--- src/hdl/pcl_pkg.sv ---
package pcl_pkg;
  // ----------------------------------------------------------------
  // load word addresses
  // ----------------------------------------------------------------
  localparam logic [7:0] WORD_FIRST = 8'h10;
  localparam logic [7:0] WORD_LAST = 8'h22;
  localparam logic [7:0] WORD_STEP = 8'h02;
  localparam logic [7:0] WORD_DRIVE = 8'h10;
  localparam logic [7:0] WORD_POST = 8'h12;
  localparam logic [7:0] WORD_LATENCY = 8'h14;
  localparam logic [7:0] WORD_CTL4_LO = 8'h16;
  localparam logic [7:0] WORD_CTL4_HI = 8'h18;
  localparam logic [7:0] WORD_CTL5_LO = 8'h1A;
  localparam logic [7:0] WORD_CTL5_HI = 8'h1C;
  localparam logic [7:0] WORD_DELTA = 8'h1E;
  localparam logic [7:0] WORD_PORT0 = 8'h20;
  localparam logic [7:0] WORD_PORT1 = 8'h22;
  localparam int WORD_COUNT = 10;

  // ----------------------------------------------------------------
  // source slices inside a load word
  // ----------------------------------------------------------------
  localparam int SRC_TRIPLE_LSB = 0;
  localparam int SRC_TRIPLE_W = 15;
  localparam int SRC_TOP_BIT = 15;
  localparam int SRC_LAT_W = 7;
  localparam int SRC_HALFDELTA_LSB = 7;
  localparam int SRC_HALFDELTA_W = 5;
  localparam int SRC_NIBBLE_HI_LSB = 12;
  localparam int SRC_NIBBLE_W = 4;
  localparam int SRC_HALF_W = 16;
  localparam int SRC_BYTE_W = 8;
  localparam int SRC_CTL6_HI_LSB = 8;
  localparam int SRC_CTL6_HI_W = 3;
  localparam int SRC_BUF_LSB = 11;
  localparam int SRC_BUF_W = 5;
  localparam int SRC_DELTA_W = 12;
  localparam int SRC_DESKEW_LSB = 8;
  localparam int SRC_DESKEW_W = 2;
  localparam int SRC_SCRAM_LSB = 10;
  localparam int SRC_SCRAM_W = 3;
  localparam int SRC_SPEED_LSB = 13;
  localparam int SRC_SPEED_W = 3;

  // ----------------------------------------------------------------
  // destination fields in the per-port configuration words
  // ----------------------------------------------------------------
  localparam int DST_NOMINAL_LSB = 16;
  localparam int DST_GEN2_BIT = 31;
  localparam int DST_CTL6_BIT0 = 16;
  localparam int DST_LAT_LSB = 0;
  localparam int DST_HALFDELTA_LSB = 15;
  localparam int DST_CTL6_MID_LSB = 17;
  localparam int DST_LOW_HALF = 0;
  localparam int DST_HIGH_HALF = 16;
  localparam int DST_CTL5_HI_LSB = 16;
  localparam int DST_CTL6_HI_LSB = 21;
  localparam int DST_BUF_LSB = 16;
  localparam int DST_DELTA_LSB = 20;
  localparam int DST_MAC_LSB = 26;
  localparam int DST_FTS_LSB = 0;
  localparam int DST_DESKEW_LSB = 13;
  localparam int DST_SCRAM_LSB = 8;
  localparam int DST_SPEED_LSB = 12;

  // ----------------------------------------------------------------
  // software registers
  // ----------------------------------------------------------------
  localparam logic [7:0] REG_CONTROL = 8'h00;
  localparam logic [7:0] REG_STATUS = 8'h04;
  localparam int CTL_RELOAD_BIT = 0;
  localparam int CTL_AUTO_BIT = 1;
  localparam logic [31:0] CFG_RESET = 32'h0000_0000;

  typedef enum logic [3:0] {
    PCL_IDLE = 4'b0001,
    PCL_ADDR = 4'b0010,
    PCL_WAIT = 4'b0100,
    PCL_DONE = 4'b1000
  } pcl_state_t;
endpackage : pcl_pkg

--- src/hdl/pcl_loader.sv ---
`timescale 1ns/100ps
module pcl_loader #(
  parameter int PORTS = 4
) (
  input wire logic clk_sys,
  input wire logic reset_n,
  input wire logic ce,
  // memory word port
  output logic memReq,
  output logic [7:0] memAddr,
  input wire logic memValid,
  input wire logic [15:0] memData,
  // register port
  input wire logic [7:0] regAddr,
  input wire logic [31:0] regWrData,
  input wire logic regWrite,
  input wire logic regRead,
  output logic [31:0] regRdData,
  // configuration fields
  output logic cfgReady,
  output logic [PORTS-1:0][31:0] cfgOff68,
  output logic [PORTS-1:0][31:0] cfgOff74,
  output logic [PORTS-1:0][31:0] cfgOff78,
  output logic [PORTS-1:0][31:0] cfgOff7C,
  output logic [PORTS-1:0][31:0] cfgOff84,
  output logic [PORTS-1:0][31:0] cfgOff88,
  output logic [PORTS-1:0][31:0] cfgOff8C,
  output logic [PORTS-1:0][31:0] cfgOff90,
  output logic [PORTS-1:0][31:0] cfgOff98
);

  pcl_pkg::pcl_state_t state;
  logic autoLoad;
  logic busy;
  logic [3:0] wordsLoaded;
  logic applyValid;
  logic [7:0] applyAddr;
  logic [15:0] applyData;
  logic reloadHit;

  assign reloadHit = regWrite && (regAddr == pcl_pkg::REG_CONTROL) && regWrData[pcl_pkg::CTL_RELOAD_BIT];

  // ----------------------------------------------------------------
  // fetch sequencer
  // ----------------------------------------------------------------
  always_ff @(posedge clk_sys) begin
    if (!reset_n) begin
      state <= pcl_pkg::PCL_IDLE;
      memReq <= 1'b0;
      memAddr <= pcl_pkg::WORD_FIRST;
      wordsLoaded <= 4'h0;
      cfgReady <= 1'b0;
      busy <= 1'b0;
    end else if (ce) begin
      case (state)
        pcl_pkg::PCL_IDLE: begin
          // autoload holds at reset, so a fresh part always fetches
          if (autoLoad || reloadHit) begin
            state <= pcl_pkg::PCL_ADDR;
            memAddr <= pcl_pkg::WORD_FIRST;
            wordsLoaded <= 4'h0;
            busy <= 1'b1;
          end
        end
        pcl_pkg::PCL_ADDR: begin
          memReq <= 1'b1;
          state <= pcl_pkg::PCL_WAIT;
        end
        pcl_pkg::PCL_WAIT: begin
          if (memValid) begin
            memReq <= 1'b0;
            wordsLoaded <= wordsLoaded + 4'h1;
            if (memAddr == pcl_pkg::WORD_LAST) begin
              state <= pcl_pkg::PCL_DONE;
            end else begin
              memAddr <= memAddr + pcl_pkg::WORD_STEP;
              state <= pcl_pkg::PCL_ADDR;
            end
          end
        end
        pcl_pkg::PCL_DONE: begin
          // ready follows the last apply cycle
          busy <= 1'b0;
          cfgReady <= 1'b1;
          if (reloadHit) begin
            cfgReady <= 1'b0;
            busy <= 1'b1;
            memAddr <= pcl_pkg::WORD_FIRST;
            wordsLoaded <= 4'h0;
            state <= pcl_pkg::PCL_ADDR;
          end
        end
        default: begin
          state <= pcl_pkg::PCL_IDLE;
          memReq <= 1'b0;
        end
      endcase
    end
  end

  // ----------------------------------------------------------------
  // captured word, applied one cycle later
  // ----------------------------------------------------------------
  always_ff @(posedge clk_sys) begin
    if (!reset_n) begin
      applyValid <= 1'b0;
      applyAddr <= 8'h00;
      applyData <= 16'h0000;
    end else if (ce) begin
      applyValid <= (state == pcl_pkg::PCL_WAIT) && memValid;
      if ((state == pcl_pkg::PCL_WAIT) && memValid) begin
        applyAddr <= memAddr;
        applyData <= memData;
      end
    end
  end

  // ----------------------------------------------------------------
  // per-port field update
  // ----------------------------------------------------------------
  for (genvar p = 0; p < PORTS; p++) begin : g_port
    always_ff @(posedge clk_sys) begin
      if (!reset_n) begin
        cfgOff68[p] <= pcl_pkg::CFG_RESET;
        cfgOff74[p] <= pcl_pkg::CFG_RESET;
        cfgOff78[p] <= pcl_pkg::CFG_RESET;
        cfgOff7C[p] <= pcl_pkg::CFG_RESET;
        cfgOff84[p] <= pcl_pkg::CFG_RESET;
        cfgOff88[p] <= pcl_pkg::CFG_RESET;
        cfgOff8C[p] <= pcl_pkg::CFG_RESET;
        cfgOff90[p] <= pcl_pkg::CFG_RESET;
        cfgOff98[p] <= pcl_pkg::CFG_RESET;
      end else if (ce && applyValid) begin
        // only the mapped slices move; every other bit keeps its value
        case (applyAddr)
          pcl_pkg::WORD_DRIVE: begin
            cfgOff74[p][pcl_pkg::DST_NOMINAL_LSB +: pcl_pkg::SRC_TRIPLE_W] <=
              applyData[pcl_pkg::SRC_TRIPLE_LSB +: pcl_pkg::SRC_TRIPLE_W];
            cfgOff8C[p][pcl_pkg::DST_GEN2_BIT] <= applyData[pcl_pkg::SRC_TOP_BIT];
          end
          pcl_pkg::WORD_POST: begin
            cfgOff78[p][pcl_pkg::DST_NOMINAL_LSB +: pcl_pkg::SRC_TRIPLE_W] <=
              applyData[pcl_pkg::SRC_TRIPLE_LSB +: pcl_pkg::SRC_TRIPLE_W];
            cfgOff8C[p][pcl_pkg::DST_CTL6_BIT0] <= applyData[pcl_pkg::SRC_TOP_BIT];
          end
          pcl_pkg::WORD_LATENCY: begin
            cfgOff7C[p][pcl_pkg::DST_LAT_LSB +: pcl_pkg::SRC_LAT_W] <=
              applyData[pcl_pkg::SRC_TRIPLE_LSB +: pcl_pkg::SRC_LAT_W];
            cfgOff90[p][pcl_pkg::DST_HALFDELTA_LSB +: pcl_pkg::SRC_HALFDELTA_W] <=
              applyData[pcl_pkg::SRC_HALFDELTA_LSB +: pcl_pkg::SRC_HALFDELTA_W];
            cfgOff8C[p][pcl_pkg::DST_CTL6_MID_LSB +: pcl_pkg::SRC_NIBBLE_W] <=
              applyData[pcl_pkg::SRC_NIBBLE_HI_LSB +: pcl_pkg::SRC_NIBBLE_W];
          end
          pcl_pkg::WORD_CTL4_LO: begin
            cfgOff84[p][pcl_pkg::DST_LOW_HALF +: pcl_pkg::SRC_HALF_W] <= applyData;
          end
          pcl_pkg::WORD_CTL4_HI: begin
            cfgOff84[p][pcl_pkg::DST_HIGH_HALF +: pcl_pkg::SRC_HALF_W] <= applyData;
          end
          pcl_pkg::WORD_CTL5_LO: begin
            cfgOff88[p][pcl_pkg::DST_LOW_HALF +: pcl_pkg::SRC_HALF_W] <= applyData;
          end
          pcl_pkg::WORD_CTL5_HI: begin
            cfgOff88[p][pcl_pkg::DST_CTL5_HI_LSB +: pcl_pkg::SRC_BYTE_W] <=
              applyData[pcl_pkg::SRC_TRIPLE_LSB +: pcl_pkg::SRC_BYTE_W];
            cfgOff8C[p][pcl_pkg::DST_CTL6_HI_LSB +: pcl_pkg::SRC_CTL6_HI_W] <=
              applyData[pcl_pkg::SRC_CTL6_HI_LSB +: pcl_pkg::SRC_CTL6_HI_W];
            cfgOff98[p][pcl_pkg::DST_BUF_LSB +: pcl_pkg::SRC_BUF_W] <=
              applyData[pcl_pkg::SRC_BUF_LSB +: pcl_pkg::SRC_BUF_W];
          end
          pcl_pkg::WORD_DELTA: begin
            // six two-bit deltas sit back to back in both places
            cfgOff90[p][pcl_pkg::DST_DELTA_LSB +: pcl_pkg::SRC_DELTA_W] <=
              applyData[pcl_pkg::SRC_TRIPLE_LSB +: pcl_pkg::SRC_DELTA_W];
            cfgOff8C[p][pcl_pkg::DST_MAC_LSB +: pcl_pkg::SRC_NIBBLE_W] <=
              applyData[pcl_pkg::SRC_NIBBLE_HI_LSB +: pcl_pkg::SRC_NIBBLE_W];
          end
          pcl_pkg::WORD_PORT0: begin
            if (p == 0) begin
              cfgOff78[p][pcl_pkg::DST_FTS_LSB +: pcl_pkg::SRC_BYTE_W] <=
                applyData[pcl_pkg::SRC_TRIPLE_LSB +: pcl_pkg::SRC_BYTE_W];
              cfgOff68[p][pcl_pkg::DST_DESKEW_LSB +: pcl_pkg::SRC_DESKEW_W] <=
                applyData[pcl_pkg::SRC_DESKEW_LSB +: pcl_pkg::SRC_DESKEW_W];
              cfgOff78[p][pcl_pkg::DST_SCRAM_LSB +: pcl_pkg::SRC_SCRAM_W] <=
                applyData[pcl_pkg::SRC_SCRAM_LSB +: pcl_pkg::SRC_SCRAM_W];
              cfgOff78[p][pcl_pkg::DST_SPEED_LSB +: pcl_pkg::SRC_SPEED_W] <=
                applyData[pcl_pkg::SRC_SPEED_LSB +: pcl_pkg::SRC_SPEED_W];
            end
          end
          pcl_pkg::WORD_PORT1: begin
            // upper bits of this word belong to a later stage, not mapped here
            if (p == 1) begin
              cfgOff78[p][pcl_pkg::DST_FTS_LSB +: pcl_pkg::SRC_BYTE_W] <=
                applyData[pcl_pkg::SRC_TRIPLE_LSB +: pcl_pkg::SRC_BYTE_W];
              cfgOff68[p][pcl_pkg::DST_DESKEW_LSB +: pcl_pkg::SRC_DESKEW_W] <=
                applyData[pcl_pkg::SRC_DESKEW_LSB +: pcl_pkg::SRC_DESKEW_W];
            end
          end
          default: begin
            cfgOff68[p] <= cfgOff68[p];
          end
        endcase
      end
    end
  end

  // ----------------------------------------------------------------
  // register port
  // ----------------------------------------------------------------
  always_ff @(posedge clk_sys) begin
    if (!reset_n) begin
      autoLoad <= 1'b1;
    end else if (ce) begin
      // a software write wins over the self-clear so a set is never lost
      if (regWrite && regAddr == pcl_pkg::REG_CONTROL) begin
        autoLoad <= regWrData[pcl_pkg::CTL_AUTO_BIT];
      end else if (state == pcl_pkg::PCL_IDLE && autoLoad) begin
        autoLoad <= 1'b0;
      end
    end
  end

  always_ff @(posedge clk_sys) begin
    if (!reset_n) begin
      regRdData <= 32'h0000_0000;
    end else if (ce) begin
      regRdData <= 32'h0000_0000;
      if (regRead && regAddr == pcl_pkg::REG_STATUS) begin
        regRdData <= {24'h00_0000, wordsLoaded, 2'b00, cfgReady, busy};
      end
    end
  end

endmodule : pcl_loader

--- config.mk ---
export PLATFORM = sky130hd
export DESIGN_NAME = pcl_loader
export DESIGN_NICKNAME = d
export VERILOG_FILES = /design/src/hdl/pcl_pkg.sv /design/src/hdl/pcl_loader.sv
export SDC_FILE = /design/constraint.sdc
export NUM_CORES = 1
export LEC_CHECK = 0
export ABC_AREA = 1
export BUFFER_PORTS_ARGS = -buffer_cell sky130_fd_sc_hd__buf_2
export CAP_MARGIN = 20
export CELL_PAD_IN_SITES_DETAIL_PLACEMENT = 0
export CELL_PAD_IN_SITES_GLOBAL_PLACEMENT = 1
export CORE_AREA = 2 2 488 490
export CTS_BUF_LIST = sky130_fd_sc_hd__clkbuf_4
export DETAILED_ROUTE_END_ITERATION = 6
export DIE_AREA = 0 0 490 492
export HOLD_SLACK_MARGIN = 0.08
export PLACE_DENSITY = 0.32
export SLEW_MARGIN = 25
export SYNTH_ARGS = -nofsm -noshare
export SYNTH_HDL_FRONTEND = slang
export SYNTH_SLANG_ARGS = --single-unit
--- constraint.sdc ---
create_clock -name clk_sys -period 2.9 [get_ports clk_sys]
set_clock_uncertainty 0.05 [all_clocks]
set_input_delay 0.29 -clock clk_sys [delete_from_list [all_inputs] [get_ports clk_sys]]
set_output_delay 0.29 -clock clk_sys [all_outputs]
set_load 0.01 [all_outputs]
* After elaboration in Yosys (flattened, before gate mapping) *
Index checks and enable logic that the tools add are counted.

word-level totals
  bits in registers = 231
  input port bits = 62
  output and inout bits = 1,194
  logic and storage cells = 106

operators by class
  add/sub/neg operators = 2
  equal/unequal tests = 20
  multiplexer cells = 23
  bitwise logic cells = 1
  reductions and logical operators = 30

operator list
  cell                                                                    number
  8-bit by 5-bit equality test with 1-bit output (second input constant)  8
  8-bit 2-to-1 mux                                                        5
  4-bit 2-to-1 mux                                                        7
  2-bit AND reduction                                                     13
  8-bit by 6-bit equality test with 1-bit output (second input constant)  3
  8-bit one-hot mux with 3 select lines                                   1
  4-bit one-hot mux with 4 select lines                                   1
  4-bit one-hot mux with 3 select lines                                   1
  8-bit by 2-bit adder with 8-bit output (second input constant)          1
  8-bit by 3-bit equality test with 1-bit output (second input constant)  1
  8-bit zero test                                                         1
  2-bit != test (second input constant)                                   4
  1-bit logical AND                                                       6
  1-bit 2-to-1 mux                                                        6
  3-bit AND reduction                                                     2
  6-bit AND reduction                                                     1
  5-bit AND reduction                                                     1
  4-bit by 1-bit adder with 4-bit output (second input constant)          1
  4-bit by 1-bit equality test with 1-bit output (second input constant)  1
  4-bit by 2-bit equality test with 1-bit output (second input constant)  1
  4-bit by 3-bit equality test with 1-bit output (second input constant)  1
  4-bit equality test (second input constant)                             1
  4-bit AND reduction                                                     1
  2-bit nonzero test                                                      2
  6 further kinds                                                         6

* Longest topological paths before layout *
Gate-level depths: netlist of the first run.

  depth in word-level cells = 6
  depth in mapped cells = 11
  gate-level depth less buffers = 11

* Worst setup path after synthesis of the first run *
No wires, ideal clock.

  path type = reg-to-reg
  start = register state[0]
  end = register wordsLoaded[3]
  library setup time = 0.070 ns
  data arrival time = 1.353 ns
  required time = 2.780 ns
  slack = 1.427 ns
  stages on the path, launching flop included = 10
  path buffers = 1
  clock period less this slack = 1.473 ns
  cells stage by stage = dfxtp_1 -> inv_1 -> nand2_2 -> nor3_4 -> inv_2 -> nor2_4 -> inv_2 -> buf_6 -> or2_0 -> a21oi_1

on the way
  cells in the longest elaborated chain, start to end = 3
  elaborated cells on any way between the ends = 9
  those cells by class = eq/ne: 6; mux: 1; reduce/logical: 2

ends and longest elaborated chain
  item                                                                          line              RTL
  from (decl)                                                                   pcl_loader.sv:32  pcl_pkg::pcl_state_t state;
  from (signal assigned)                                                        pcl_loader.sv:48  state <= pcl_pkg::PCL_IDLE;
  from (signal assigned)                                                        pcl_loader.sv:59  state <= pcl_pkg::PCL_ADDR;
  from (signal assigned)                                                        pcl_loader.sv:67  state <= pcl_pkg::PCL_WAIT;
  4-bit by 1-bit equality test with 1-bit output, or another cell as far along  pcl_loader.sv:55  case (state)
  2-bit != test (no source line) or 3-bit nonzero test (tied branches)          --
  5-bit AND reduction (no source line)                                          --
  to (signal assigned)                                                          pcl_loader.sv:72  wordsLoaded <= wordsLoaded + 4'h1;
  to (decl)                                                                     pcl_loader.sv:35  logic [3:0] wordsLoaded;

Parallel ways exist; a longest one is shown, timed or not.
A chain may end at the register's enable or synchronous reset.

* Worst setup path in the final report of the first run *
  start = register state[0]
  end = register applyData[13]

on the way
  cells in the longest elaborated chain, start to end = 3

ends and longest elaborated chain
  item                                            line               RTL
  4-bit by 3-bit equality test with 1-bit output  pcl_loader.sv:111  if ((state == pcl_pkg::PCL_WAIT) && memValid) begin
  1-bit logical AND                               pcl_loader.sv:111
  2-bit AND reduction (no source line)            --
  to (signal assigned)                            pcl_loader.sv:113  applyData <= memData;
  to (decl)                                       pcl_loader.sv:38   logic [15:0] applyData;

Every way passes these cells.

==> impl_metrics.py, run 1 <==
metrics = {
    "place": {
        "gp_congestion": 0.724,
        "numPortBuffers": 584,
        "dpl.hpwl_um": 51700,
    },
    "worst_hold_path": {
        "hp-class": "in2reg",
    },
    "detailed_routing": {
        "routed_wl_um": 64500,
        "drt_iter0_drc": 340,
        "wire_per_inst_um": 11.9,
        "drc": 0,
        "vias": 10700,
        "drtPass1Iterations": 4,
        "antenna_violating_nets_post_route": 0,
        "vias_per_cell": 1.98,
    },
    "power": {
        "vdd_drop_max_mv": 0.189,
        "p_leak_nw": 8.71,
        "power_density_nw_per_um2": 357,
    },
    "global_route": {
        "gr-total-overflow": 0,
        "grt_pass1_vias": 8744,
        "grt_start_max_net_pins": 76,
        "grt_pass1_wl_um": 81200,
        "grt_usage_pct": 4.98,
        "antenna_found_initial": 11,
    },
    "sta": {
        "fin_setup_tns_ns": 0,
        "period_needed_ns": 2.55,
        "worst_slew_pin_slew_ns": 0.956,
        "max-slew-margin-rel_pct": 36.2,
        "report.final.slew_viol_count": 0,
        "whs_ns": 0.290,
        "setup_viol": 0,
        "fmax_mhz": 392,
        "post-route-period-util_pct": 88.0,
        "hold_viol": 0,
        "rsz0062_at_grt": "no",
    },
    "clock_network": {
        "cts_tree": "done",
        "clkTransAtPathRegs_ns": 0.07,
        "htree_levels": 2,
        "cts_inserted_buffers": 60,
        "clockBufferDepth": 3,
        "worst_skew_pair.late_latency_ns": 0.90,
        "cts_root_buffer": "clkbuf_4",
        "cts.sinks": 203,
    },
    "finish": {
        "nFillCells": 27900,
        "multi_input_area_um2": 5090,
        "syn_to_final_growth_pct": 19.4,
        "seqCellArea_um2": 4060,
        "fin_nets": 2237,
        "drive_above_1_share_pct": 33.3,
    },
    "yosys": {
        "synth-edff-count": 0,
        "synth.top_cell.area_share_pct": 51.3,
        "yosys-top-cells-count": "buf_4 (1025), dfxtp_1 (203), a21oi_1 (179)",
        "ys.flop_type": "dfxtp_1",
        "avgSynthCellArea_um2": 7.95,
        "synth.most_common_cell": "buf_4",
        "synthArstFlopShare_pct": 0,
        "syn_inst": 1887,
        "ys_ff_latch": 203,
        "synth_area_leader_cell": "buf_4",
        "yosysSeqAreaShare_pct": 27.1,
        "synthTopCellsByArea": "buf_4 (51%), dfxtp_1 (27%), a21oi_1 (6.0%)",
        "syn_area_um2": 15000,
        "synth_cell_types": 32,
        "yosysWarnings": 0,
    },
    "setup_path": {
        "start_kind": "flop",
        "crit_arrival_ns": 3.20,
        "required_ns": 3.55,
        "worstSetupEndpointType": "flop",
        "critPathMaxFanout": 39,
        "path_class": "reg2reg",
    },
    "die": {
        "start_util_pct": 6.35,
        "row_count": 179,
        "core_area_um2": 236000,
        "die_x_um": 490,
        "io_pins": 1256,
        "die_area_um2": 241000,
        "die_h_um": 492,
    },
    "status": {
        "status": "complete, no violations",
    },
    "run": {
        "cap_violations": 0,
    },
}
==> cells in the final DEF, fill, tap and decap left out <==
| cell | netlist | routed |
|---|---|---|
| buf_2 | 22 | 583 |
| inv_4 | 0 | 1 |
| nand3_1 | 23 | 23 |
| or2_2 | 1 | 1 |
| nor3_4 | 5 | 6 |
| a21oi_1 | 179 | 179 |
| xor2_1 | 2 | 2 |
| o21ai_1 | 4 | 4 |
| clkinv_2 | 0 | 5 |
| o21ai_0 | 165 | 165 |
| buf_6 | 1 | 1 |
| or2_0 | 1 | 1 |
| nand3_2 | 1 | 1 |
| a211oi_1 | 17 | 17 |
| clkinvlp_4 | 0 | 2 |
| nand2_1 | 51 | 51 |
| inv_2 | 5 | 14 |
| nand2_2 | 3 | 3 |
| nand3_4 | 1 | 1 |
| inv_1 | 67 | 63 |
| diode_2 | 0 | 17 |
| clkinv_1 | 10 | 13 |
| conb_1 | 1 | 641 |
| nor2_4 | 3 | 3 |
| ha_1 | 2 | 2 |
| buf_4 | 1025 | 26 |
| nand3b_1 | 1 | 1 |
| dfxtp_1 | 203 | 203 |
| nand4_1 | 12 | 12 |
| nor2_2 | 1 | 1 |
| dlygate4sd3_1 | 0 | 58 |
| o211a_1 | 2 | 2 |
| o21ai_2 | 2 | 2 |
| nor2_1 | 40 | 40 |
| clkbuf_4 | 0 | 88 |
==> layout make-up <==
| type | instances | share of cell area, % |
|---|---|---|
| antenna | 17 | 0.238 |
| sequential | 203 | 22.7 |
| timing repair buffer | 668 | 20.7 |
| clock inverter | 16 | 0.412 |
| clock buffer | 88 | 3.69 |
| inverter | 82 | 1.73 |
| tap | 3167 | 22.1 |
| multi-input combinational | 1158 | 28.4 |
==> state kept, by name (all words and copies together) (netlist names) <==
register,flops
applyAddr,7
cfgOff68,4
state,4
memAddr,7
cfgOff98,5
regRdData,6
cfgOff90,17
cfgOff88,24
cfgOff7C,7
autoLoad,1
memReq,1
cfgOff8C,13
cfgOff74,15
cfgOff78,37
cfgReady,1
busy,1
wordsLoaded,4
applyValid,1
cfgOff84,32
applyData,16
==> where the power goes <==
| part | switching (mW) | internal (mW) | leakage (nW) | total [mW] |
|---|---|---|---|---|
| sequential | 0.0260 | 2.81 | 1.64 | 2.84 |
| combinational | 0.601 | 0.133 | 6.64 | 0.734 |
| clock | 1.44 | 1.38 | 0.439 | 2.82 |
==> routing by layer <==
layer | up-vias | wire length (um) | GRT usage (%)
met3 | 90 | 5150 | 1.02
li1 | 4996 | - | -
met5 | - | 0 | 0
met1 | 4788 | 25900 | 5.96
met4 | 0 | 2260 | 2.11
met2 | 841 | 31200 | 8.57
==> critical path, stage by stage (launching register included) <==
cell           delay [ns]
dfxtp_1              0.32
inv_1                0.08
nand2_2              0.08
nor3_4               0.32
inv_2                0.14
nor2_4               0.31
inv_4                0.23
o21ai_0              0.20
dlygate4sd3_1        0.57
a21oi_1              0.04
==> cell families (layout without fill, tap and decap cells) <==
family,Yosys count,after routing,synth area share (%)
AOI/OAI and AO/OA,369,369,12.7
xor gates and xnor gates,2,2,0.117
adders and majority gates,2,2,0.167
buffers and inverters,1166,854,55.0
DFF,203,203,27.1
other,1,658,0.0250
and+or+nand+nor,144,144,4.86
==> final timing paths <==
path / start / endpoint / slack (ns) / cells past startpoint
setup / recovery: state[0]$_SDFFE_PN1P_ / applyData[13]$_SDFFE_PN0P_ / 0.35 / 9
hold / removal: regAddr[6] / memAddr[6]$_SDFFE_PN0P_ / 0.29 / 9
setup reg to reg: state[0]$_SDFFE_PN1P_ / applyData[13]$_SDFFE_PN0P_ / 0.35 / 9
hold reg to reg: busy$_SDFFE_PN0P_ / busy$_SDFFE_PN0P_ / 0.40 / 2
==> per-stage QoR <==
step | cells | setup WS (ns) | utilization, % | power [mW] | area (um^2)
global placement | 5217 | 0.504 | 6.99 | 3.56 | 16500
CTS | 5379 | 0.0639 | 7.55 | 6.60 | 17800
global route | 5385 | 0.0416 | 7.56 | 6.82 | 17900
floorplan | 2527 | 1.43 | - | 4.06 | 17400
finish | 5399 | 0.348 | 7.58 | 6.39 | 17900
detailed placement | 5217 | 0.524 | 6.99 | 3.56 | 16500
==> timing repair <==
| item | CTS | global route |
|---|---|---|
| buffers inserted | 0 | 3 |
| gates resized for setup | 0 | 2 |
| setup endpoints to repair | 0 | 19 |
| hold buffers | 58 | 2 |
| hold endpoints to repair | 184 | 2 |
No activity file was read; power rests on OpenSTA's default activity.
==> inputs of run 2 (changes only) <==
Settings changed: GPL_TIMING_DRIVEN from default to 0.
==> run 2 against run 1 <==
  * Critical path type is now in2reg
  * Sequential power is essentially flat
  * Via count grew 31%
  * Register-to-register slack gained 0.23 ns
  * Setup slack gained 0.015 ns
  * Cell area grew 42%
  * Combinational power grew 100%
  * Core utilization grew 3.2 points
  * Fmax grew 0.58%
  * Global-route usage grew 1.7 points
  * Critical path depth grew 1
==> impl_metrics.py, run 2 (synthesis gave the netlist of run 1 again) <==
metrics = {
    "sta": {
        "setup_viol": 0,
        "fin_setup_tns_ns": 0,
        "hold_viol": 0,
        "period_needed_ns": 2.54,
        "report.final.slew_viol_count": 0,
        "max-slew-margin-rel_pct": 24.9,
        "setup_ws_ns": 0.363,
        "fmax_mhz": 394,
        "rsz0062_at_grt": "no",
        "worst_slew_pin_slew_ns": 1.13,
        "post-route-period-util_pct": 87.5,
    },
    "power": {
        "p_leak_nw": 14.3,
        "p_clk_share_pct": 40.3,
        "combPwrFrac_pct": 20.4,
        "p_int_mw": 4.94,
        "switchingPower_mw": 2.26,
        "p_sw_share_pct": 31.4,
        "p_total_mw": 7.20,
        "p_seq_share_pct": 39.3,
        "vdd_drop_max_mv": 0.166,
        "power_density_nw_per_um2": 282,
    },
    "clock_network": {
        "cts.sinks": 203,
        "worst_skew_pair.late_latency_ns": 0.83,
        "clockBufferDepth": 3,
        "clkTransAtPathRegs_ns": 0.06,
        "cts_root_buffer": "clkbuf_4",
        "cts_setup_buffers": 0,
        "htree_levels": 2,
        "cts_inserted_buffers": 61,
        "cts_tree": "done",
    },
    "setup_path": {
        "cp_num_buf_inv": 5,
        "worstSetupEndpointType": "flop",
        "required_ns": 3.60,
        "slowest_stage": "dlygate4sd3_1",
        "start_kind": "input pin",
        "path_class": "in2reg",
        "path_common_cell": "dlygate4sd3_1",
        "slowest_delay_ns": 0.57,
        "crit_chain": "dlygate4sd3_1 > buf_2 > nor2_1 > dlygate4sd3_1 > nand2_1 > nor2_4 > nand4_1 > dlygate4sd3_1 > a21oi_1 > dlygate4sd3_1",
        "critPathMaxFanout": 6,
        "crit_arrival_ns": 3.23,
        "crit_family": "buffers and inverters",
    },
    "die": {
        "die_area_um2": 241000,
        "die_x_um": 490,
        "start_util_pct": 6.35,
        "die_h_um": 492,
        "io_pins": 1256,
        "row_count": 179,
        "core_area_um2": 236000,
    },
    "run": {
        "cap_violations": 0,
    },
    "detailed_routing": {
        "dr_wl_met2_um": 45400,
        "vias": 14000,
        "drt-met1-wl_um": 32200,
        "wire_per_inst_um": 13.4,
        "wl_met3_um": 6360,
        "routed_wl_um": 86200,
        "drt_iter0_drc": 543,
        "drc": 0,
        "route.top_layer_used": "met5",
        "vias_per_cell": 2.18,
        "antenna_violating_nets_post_route": 0,
        "drtPass1Iterations": 4,
    },
    "finish": {
        "utilization_pct": 10.8,
        "fin_nets": 3274,
        "drive_above_1_share_pct": 54.2,
        "largestRegisters": "cfgOff78 (37), cfgOff84 (32), cfgOff88 (24)",
        "layout_common_cells": "buf_4 (1025), conb_1 (641), buf_2 (605)",
        "largest_reg_flops": 37,
        "final_common_cell": "buf_4",
        "syn_to_final_growth_pct": 70.0,
        "regMostFlops": "cfgOff78",
    },
    "place": {
        "dpl.hpwl_um": 73600,
        "numPortBuffers": 582,
        "gp_congestion": 0.747,
        "preCtsSetupSlack_ns": 0.348,
    },
    "global_route": {
        "grt_pass1_wl_um": 111000,
        "antenna_found_initial": 18,
        "gr-total-overflow": 0,
        "grt_usage_pct": 6.72,
        "grt_pass1_vias": 13100,
        "grt_start_max_net_pins": 17,
    },
    "status": {
        "status": "complete, no violations",
    },
    "worst_hold_path": {
        "hp-class": "in2reg",
    },
}
-- run 2: changes by cell type in the layout (fill, tap and decap cells not counted), moves of 7 or more --
| cell | previous run | this run |
|---|---|---|
| dlygate4sd3_1 | 58 | 37 |
| clkbuf_1 | 0 | 30 |
| diode_2 | 17 | 6 |
| buf_2 | 583 | 605 |
| clkinv_2 | 5 | 12 |
| buf_4 | 26 | 1025 |
-- run 2: repair_timing --
item,in CTS,in global routing
resized for setup,0,3
hold buffers,35,3
hold endpoints to repair,42,3
setup endpoints to repair,0,13
-- run 2: per-layer routing --
layer  vias up  GRT usage, %
li1       7079             -
met1      6032          7.16
met2       846          12.8
met3        83          1.80
met4         2          2.02
met5         -             0
-- run 2: area by class of cell --
| class | count | area [um^2] |
|---|---|---|
| Clock buffer | 92 | 691 |
| Multi-Input combinational cell | 1158 | 5100 |
| Inverter | 82 | 317 |
| Sequential cell | 203 | 4060 |
| Clock inverter | 23 | 97.6 |
| Fill cell | 27700 | 211000 |
| Antenna cell | 6 | 15.0 |
| Tap cell | 3167 | 3960 |
| Timing Repair Buffer | 620 | 3310 |
| Buffer | 1084 | 7960 |
-- run 2: final timing paths --
kind              cells past startpoint                         to                      start  slack, ns
setup / recovery                     10  regRdData[6]$_SDFFE_PN0P_                 regAddr[5]       0.36
hold / removal                        8          busy$_SDFFE_PN0P_                 regAddr[7]       0.16
setup reg to reg                      8  cfgOff78[23]$_SDFFE_PN0P_  applyAddr[7]$_SDFFE_PN0P_       0.58
hold reg to reg                       2          busy$_SDFFE_PN0P_          busy$_SDFFE_PN0P_       0.40
-- run 2: power by group through the flow --
| stage | logic (mW) | clock network, mW | registers (mW) |
|---|---|---|---|
| 3_5_place_dp | 1.35 | 0 | 2.89 |
| 2_1_floorplan | 1.16 | 0 | 2.89 |
| 6_report | 1.47 | 2.90 | 2.83 |
| 4_1_cts | 1.40 | 3.10 | 2.83 |
| 5_1_grt | 1.62 | 3.20 | 2.83 |
| 3_3_place_gp | 1.36 | 0 | 2.89 |
-- run 2: through the flow --
step                      cells  area [um^2]  hold slack [ns]
after floorplan            2527        17400            0.376
after global placement     6276        24300            0.390
after detailed placement   6277        24300            0.392
after CTS                  6427        25500            0.137
after global routing       6431        25500           0.0893
final                      6435        25500            0.155
-- run 2: worst min-delay path, cell delays in order --
cell and delay [ns]:
buf_2 0.07, nor2_1 0.03, nand2_1 0.10, nor2_4 0.07, nand3_1 0.18, nand2_1 0.07
nand3_1 0.06, a21oi_1 0.05
==> inputs of run 3 (changes only) <==
Settings changed: BUFFER_PORTS_ARGS -buffer_cell sky130_fd_sc_hd__buf_2 to default, CORE_AREA 2 2 488 490 to 5 5 480 482, DIE_AREA 0 0 490 492 to 0 0 485 487, DONT_BUFFER_PORTS from default to 1, PLACE_DENSITY 0.32 to 0.3, SKIP_LAST_GASP from default to 1.
==> run 3 against run 2 <==
  * First-iteration DRC count fell by 36%
  * Combinational power is essentially flat
  * Global-route usage is 0.14 points lower
  * Setup slack improved by 0.048 ns
==> impl_metrics.py, run 3 (synthesis gave the netlist of run 1 again) <==
metrics = {
    "detailed_routing": {
        "drtPass1Iterations": 5,
        "vias": 12300,
        "drc": 0,
        "wire_per_inst_um": 14.7,
        "antenna_violating_nets_post_route": 0,
        "vias_per_cell": 2.16,
        "drt_iter0_drc": 347,
        "routed_wl_um": 83900,
    },
    "clock_network": {
        "cts_tree": "done",
        "htree_levels": 2,
        "worst_skew_pair.late_latency_ns": 0.86,
        "ctsResizeCount": 0,
        "cts_root_buffer": "clkbuf_4",
        "clkTransAtPathRegs_ns": 0.08,
        "cts_inserted_buffers": 60,
        "clockBufferDepth": 3,
        "cts.sinks": 203,
    },
    "global_route": {
        "busiest_layer": "met2",
        "use_met3_pct": 2.26,
        "use_met2_pct": 11.8,
        "grt_start_max_net_pins": 18,
        "grt_use_met1_pct": 7.18,
        "antenna_found_initial": 20,
        "grt_pass1_wl_um": 106000,
        "gr-total-overflow": 0,
        "grt_pass1_vias": 12000,
        "grt_usage_pct": 6.58,
    },
    "setup_path": {
        "critPathMaxFanout": 10,
        "start_kind": "flop",
        "crit_arrival_ns": 3.10,
        "path_class": "reg2reg",
        "slowest_stage": "dlygate4sd3_1",
        "worstSetupEndpointType": "flop",
        "path_common_cell": "inv_2",
        "required_ns": 3.51,
        "slowest_delay_ns": 0.57,
        "ff2ff_setup_slack_ns": 0.41,
        "crit_chain": "inv_1 > nand2_2 > nor3_4 > inv_2 > nor2_4 > inv_2 > clkbuf_1 > o21ai_0 > dlygate4sd3_1 > a21oi_1",
    },
    "finish": {
        "syn_to_final_growth_pct": 49.4,
        "regMostFlops": "cfgOff78",
        "layout_common_cells": "buf_4 (1025), conb_1 (641), dfxtp_1 (203)",
        "fin_nets": 2695,
        "final_common_cell": "buf_4",
        "largestRegisters": "cfgOff78 (37), cfgOff84 (32), cfgOff88 (24)",
        "drive_above_1_share_pct": 44.1,
        "largest_reg_flops": 37,
    },
    "die": {
        "die_h_um": 487,
        "core_area_um2": 226000,
        "die_x_um": 485,
        "row_count": 175,
        "start_util_pct": 6.64,
        "die_area_um2": 236000,
        "io_pins": 1256,
    },
    "place": {
        "dpl.hpwl_um": 71300,
        "numPortBuffers": 0,
        "gp_congestion": 0.672,
    },
    "sta": {
        "whs_ns": 0.256,
        "hold_viol": 0,
        "report.final.slew_viol_count": 0,
        "fin_setup_tns_ns": 0,
        "worst_slew_pin_slew_ns": 0.949,
        "rsz0062_at_grt": "no",
        "max-slew-margin-rel_pct": 36.7,
        "setup_viol": 0,
        "fmax_mhz": 402,
        "post-route-period-util_pct": 85.8,
        "period_needed_ns": 2.49,
    },
    "power": {
        "power_density_nw_per_um2": 319,
        "p_leak_nw": 11.1,
        "vdd_drop_max_mv": 0.183,
    },
    "status": {
        "status": "complete, no violations",
    },
    "run": {
        "cap_violations": 0,
    },
    "worst_hold_path": {
        "hp-class": "in2reg",
    },
}
-- run 3: cell types whose count changed in the layout (fill, tap and decap cells not counted), moves of 2 or more --
cell           previous run  this run
buf_2                   605        23
clkbuf_4                 92        84
diode_2                   6        14
clkinv_1                 19        16
dlygate4sd3_1            37        40
inv_1                    65        63
-- run 3: critical path: cells and delay by family (launching register included) --
kind	cells	cell delay, ns
buffers and inverters	5	1.10
DFF	1	0.33
AOI/OAI and AO/OA	2	0.23
and+or+nand+nor	3	0.59
-- run 3: report_power, final --
| part | total (mW) | internal (mW) | switching [mW] |
|---|---|---|---|
| Sequential | 2.86 | 2.81 | 0.0492 |
| Combinational | 1.44 | 0.663 | 0.774 |
| Clock | 2.87 | 1.42 | 1.45 |
-- run 3: timing repair --
| action | CTS | global route |
|---|---|---|
| hold buffers | 40 | 2 |
| endpoints found under the hold margin | 52 | 4 |
| setup endpoints to repair | 0 | 3 |
| buffers inserted | 0 | 1 |
-- run 3: metrics by stage --
stage          setup WS, ns  power [mW]  cells  util, %  area [um^2]
4_1_cts              0.0481        7.29   5681     9.90        22400
6_report              0.410        7.16   5696     9.92        22400
3_5_place_dp          0.320        4.21   5537     9.39        21200
5_1_grt               0.189        7.65   5686     9.91        22400
2_1_floorplan          1.43        4.06   2527        -        17400
3_3_place_gp          0.167        4.21   5536     9.37        21200
-- run 3: layout make-up --
type	count	area [um^2]
Inverter	82	319
Timing Repair Buffer	42	448
Sequential cell	203	4060
Multi-Input combinational cell	1158	5080
Buffer	1084	7960
Clock buffer	84	631
Antenna cell	14	35.0
Tap cell	3009	3760
Fill cell	26500	204000
Clock inverter	20	114
-- run 3: layer usage --
metal | share of wire (%) | routed length (um)
met2 | 50 | 42200
met5 | 0.027 | 23
met4 | 3.2 | 2700
met3 | 9.0 | 7590
met1 | 37 | 31400
-- run 3: worst paths after layout --
check,startpoint,endpoint,cells after the start
worst max register to register,state[0]$_SDFFE_PN1P_,applyData[15]$_SDFFE_PN0P_,10
worst min-delay path,memData[6],applyData[6]$_SDFFE_PN0P_,3
worst min register to register,busy$_SDFFE_PN0P_,busy$_SDFFE_PN0P_,2
worst max-delay path,state[0]$_SDFFE_PN1P_,applyData[15]$_SDFFE_PN0P_,10
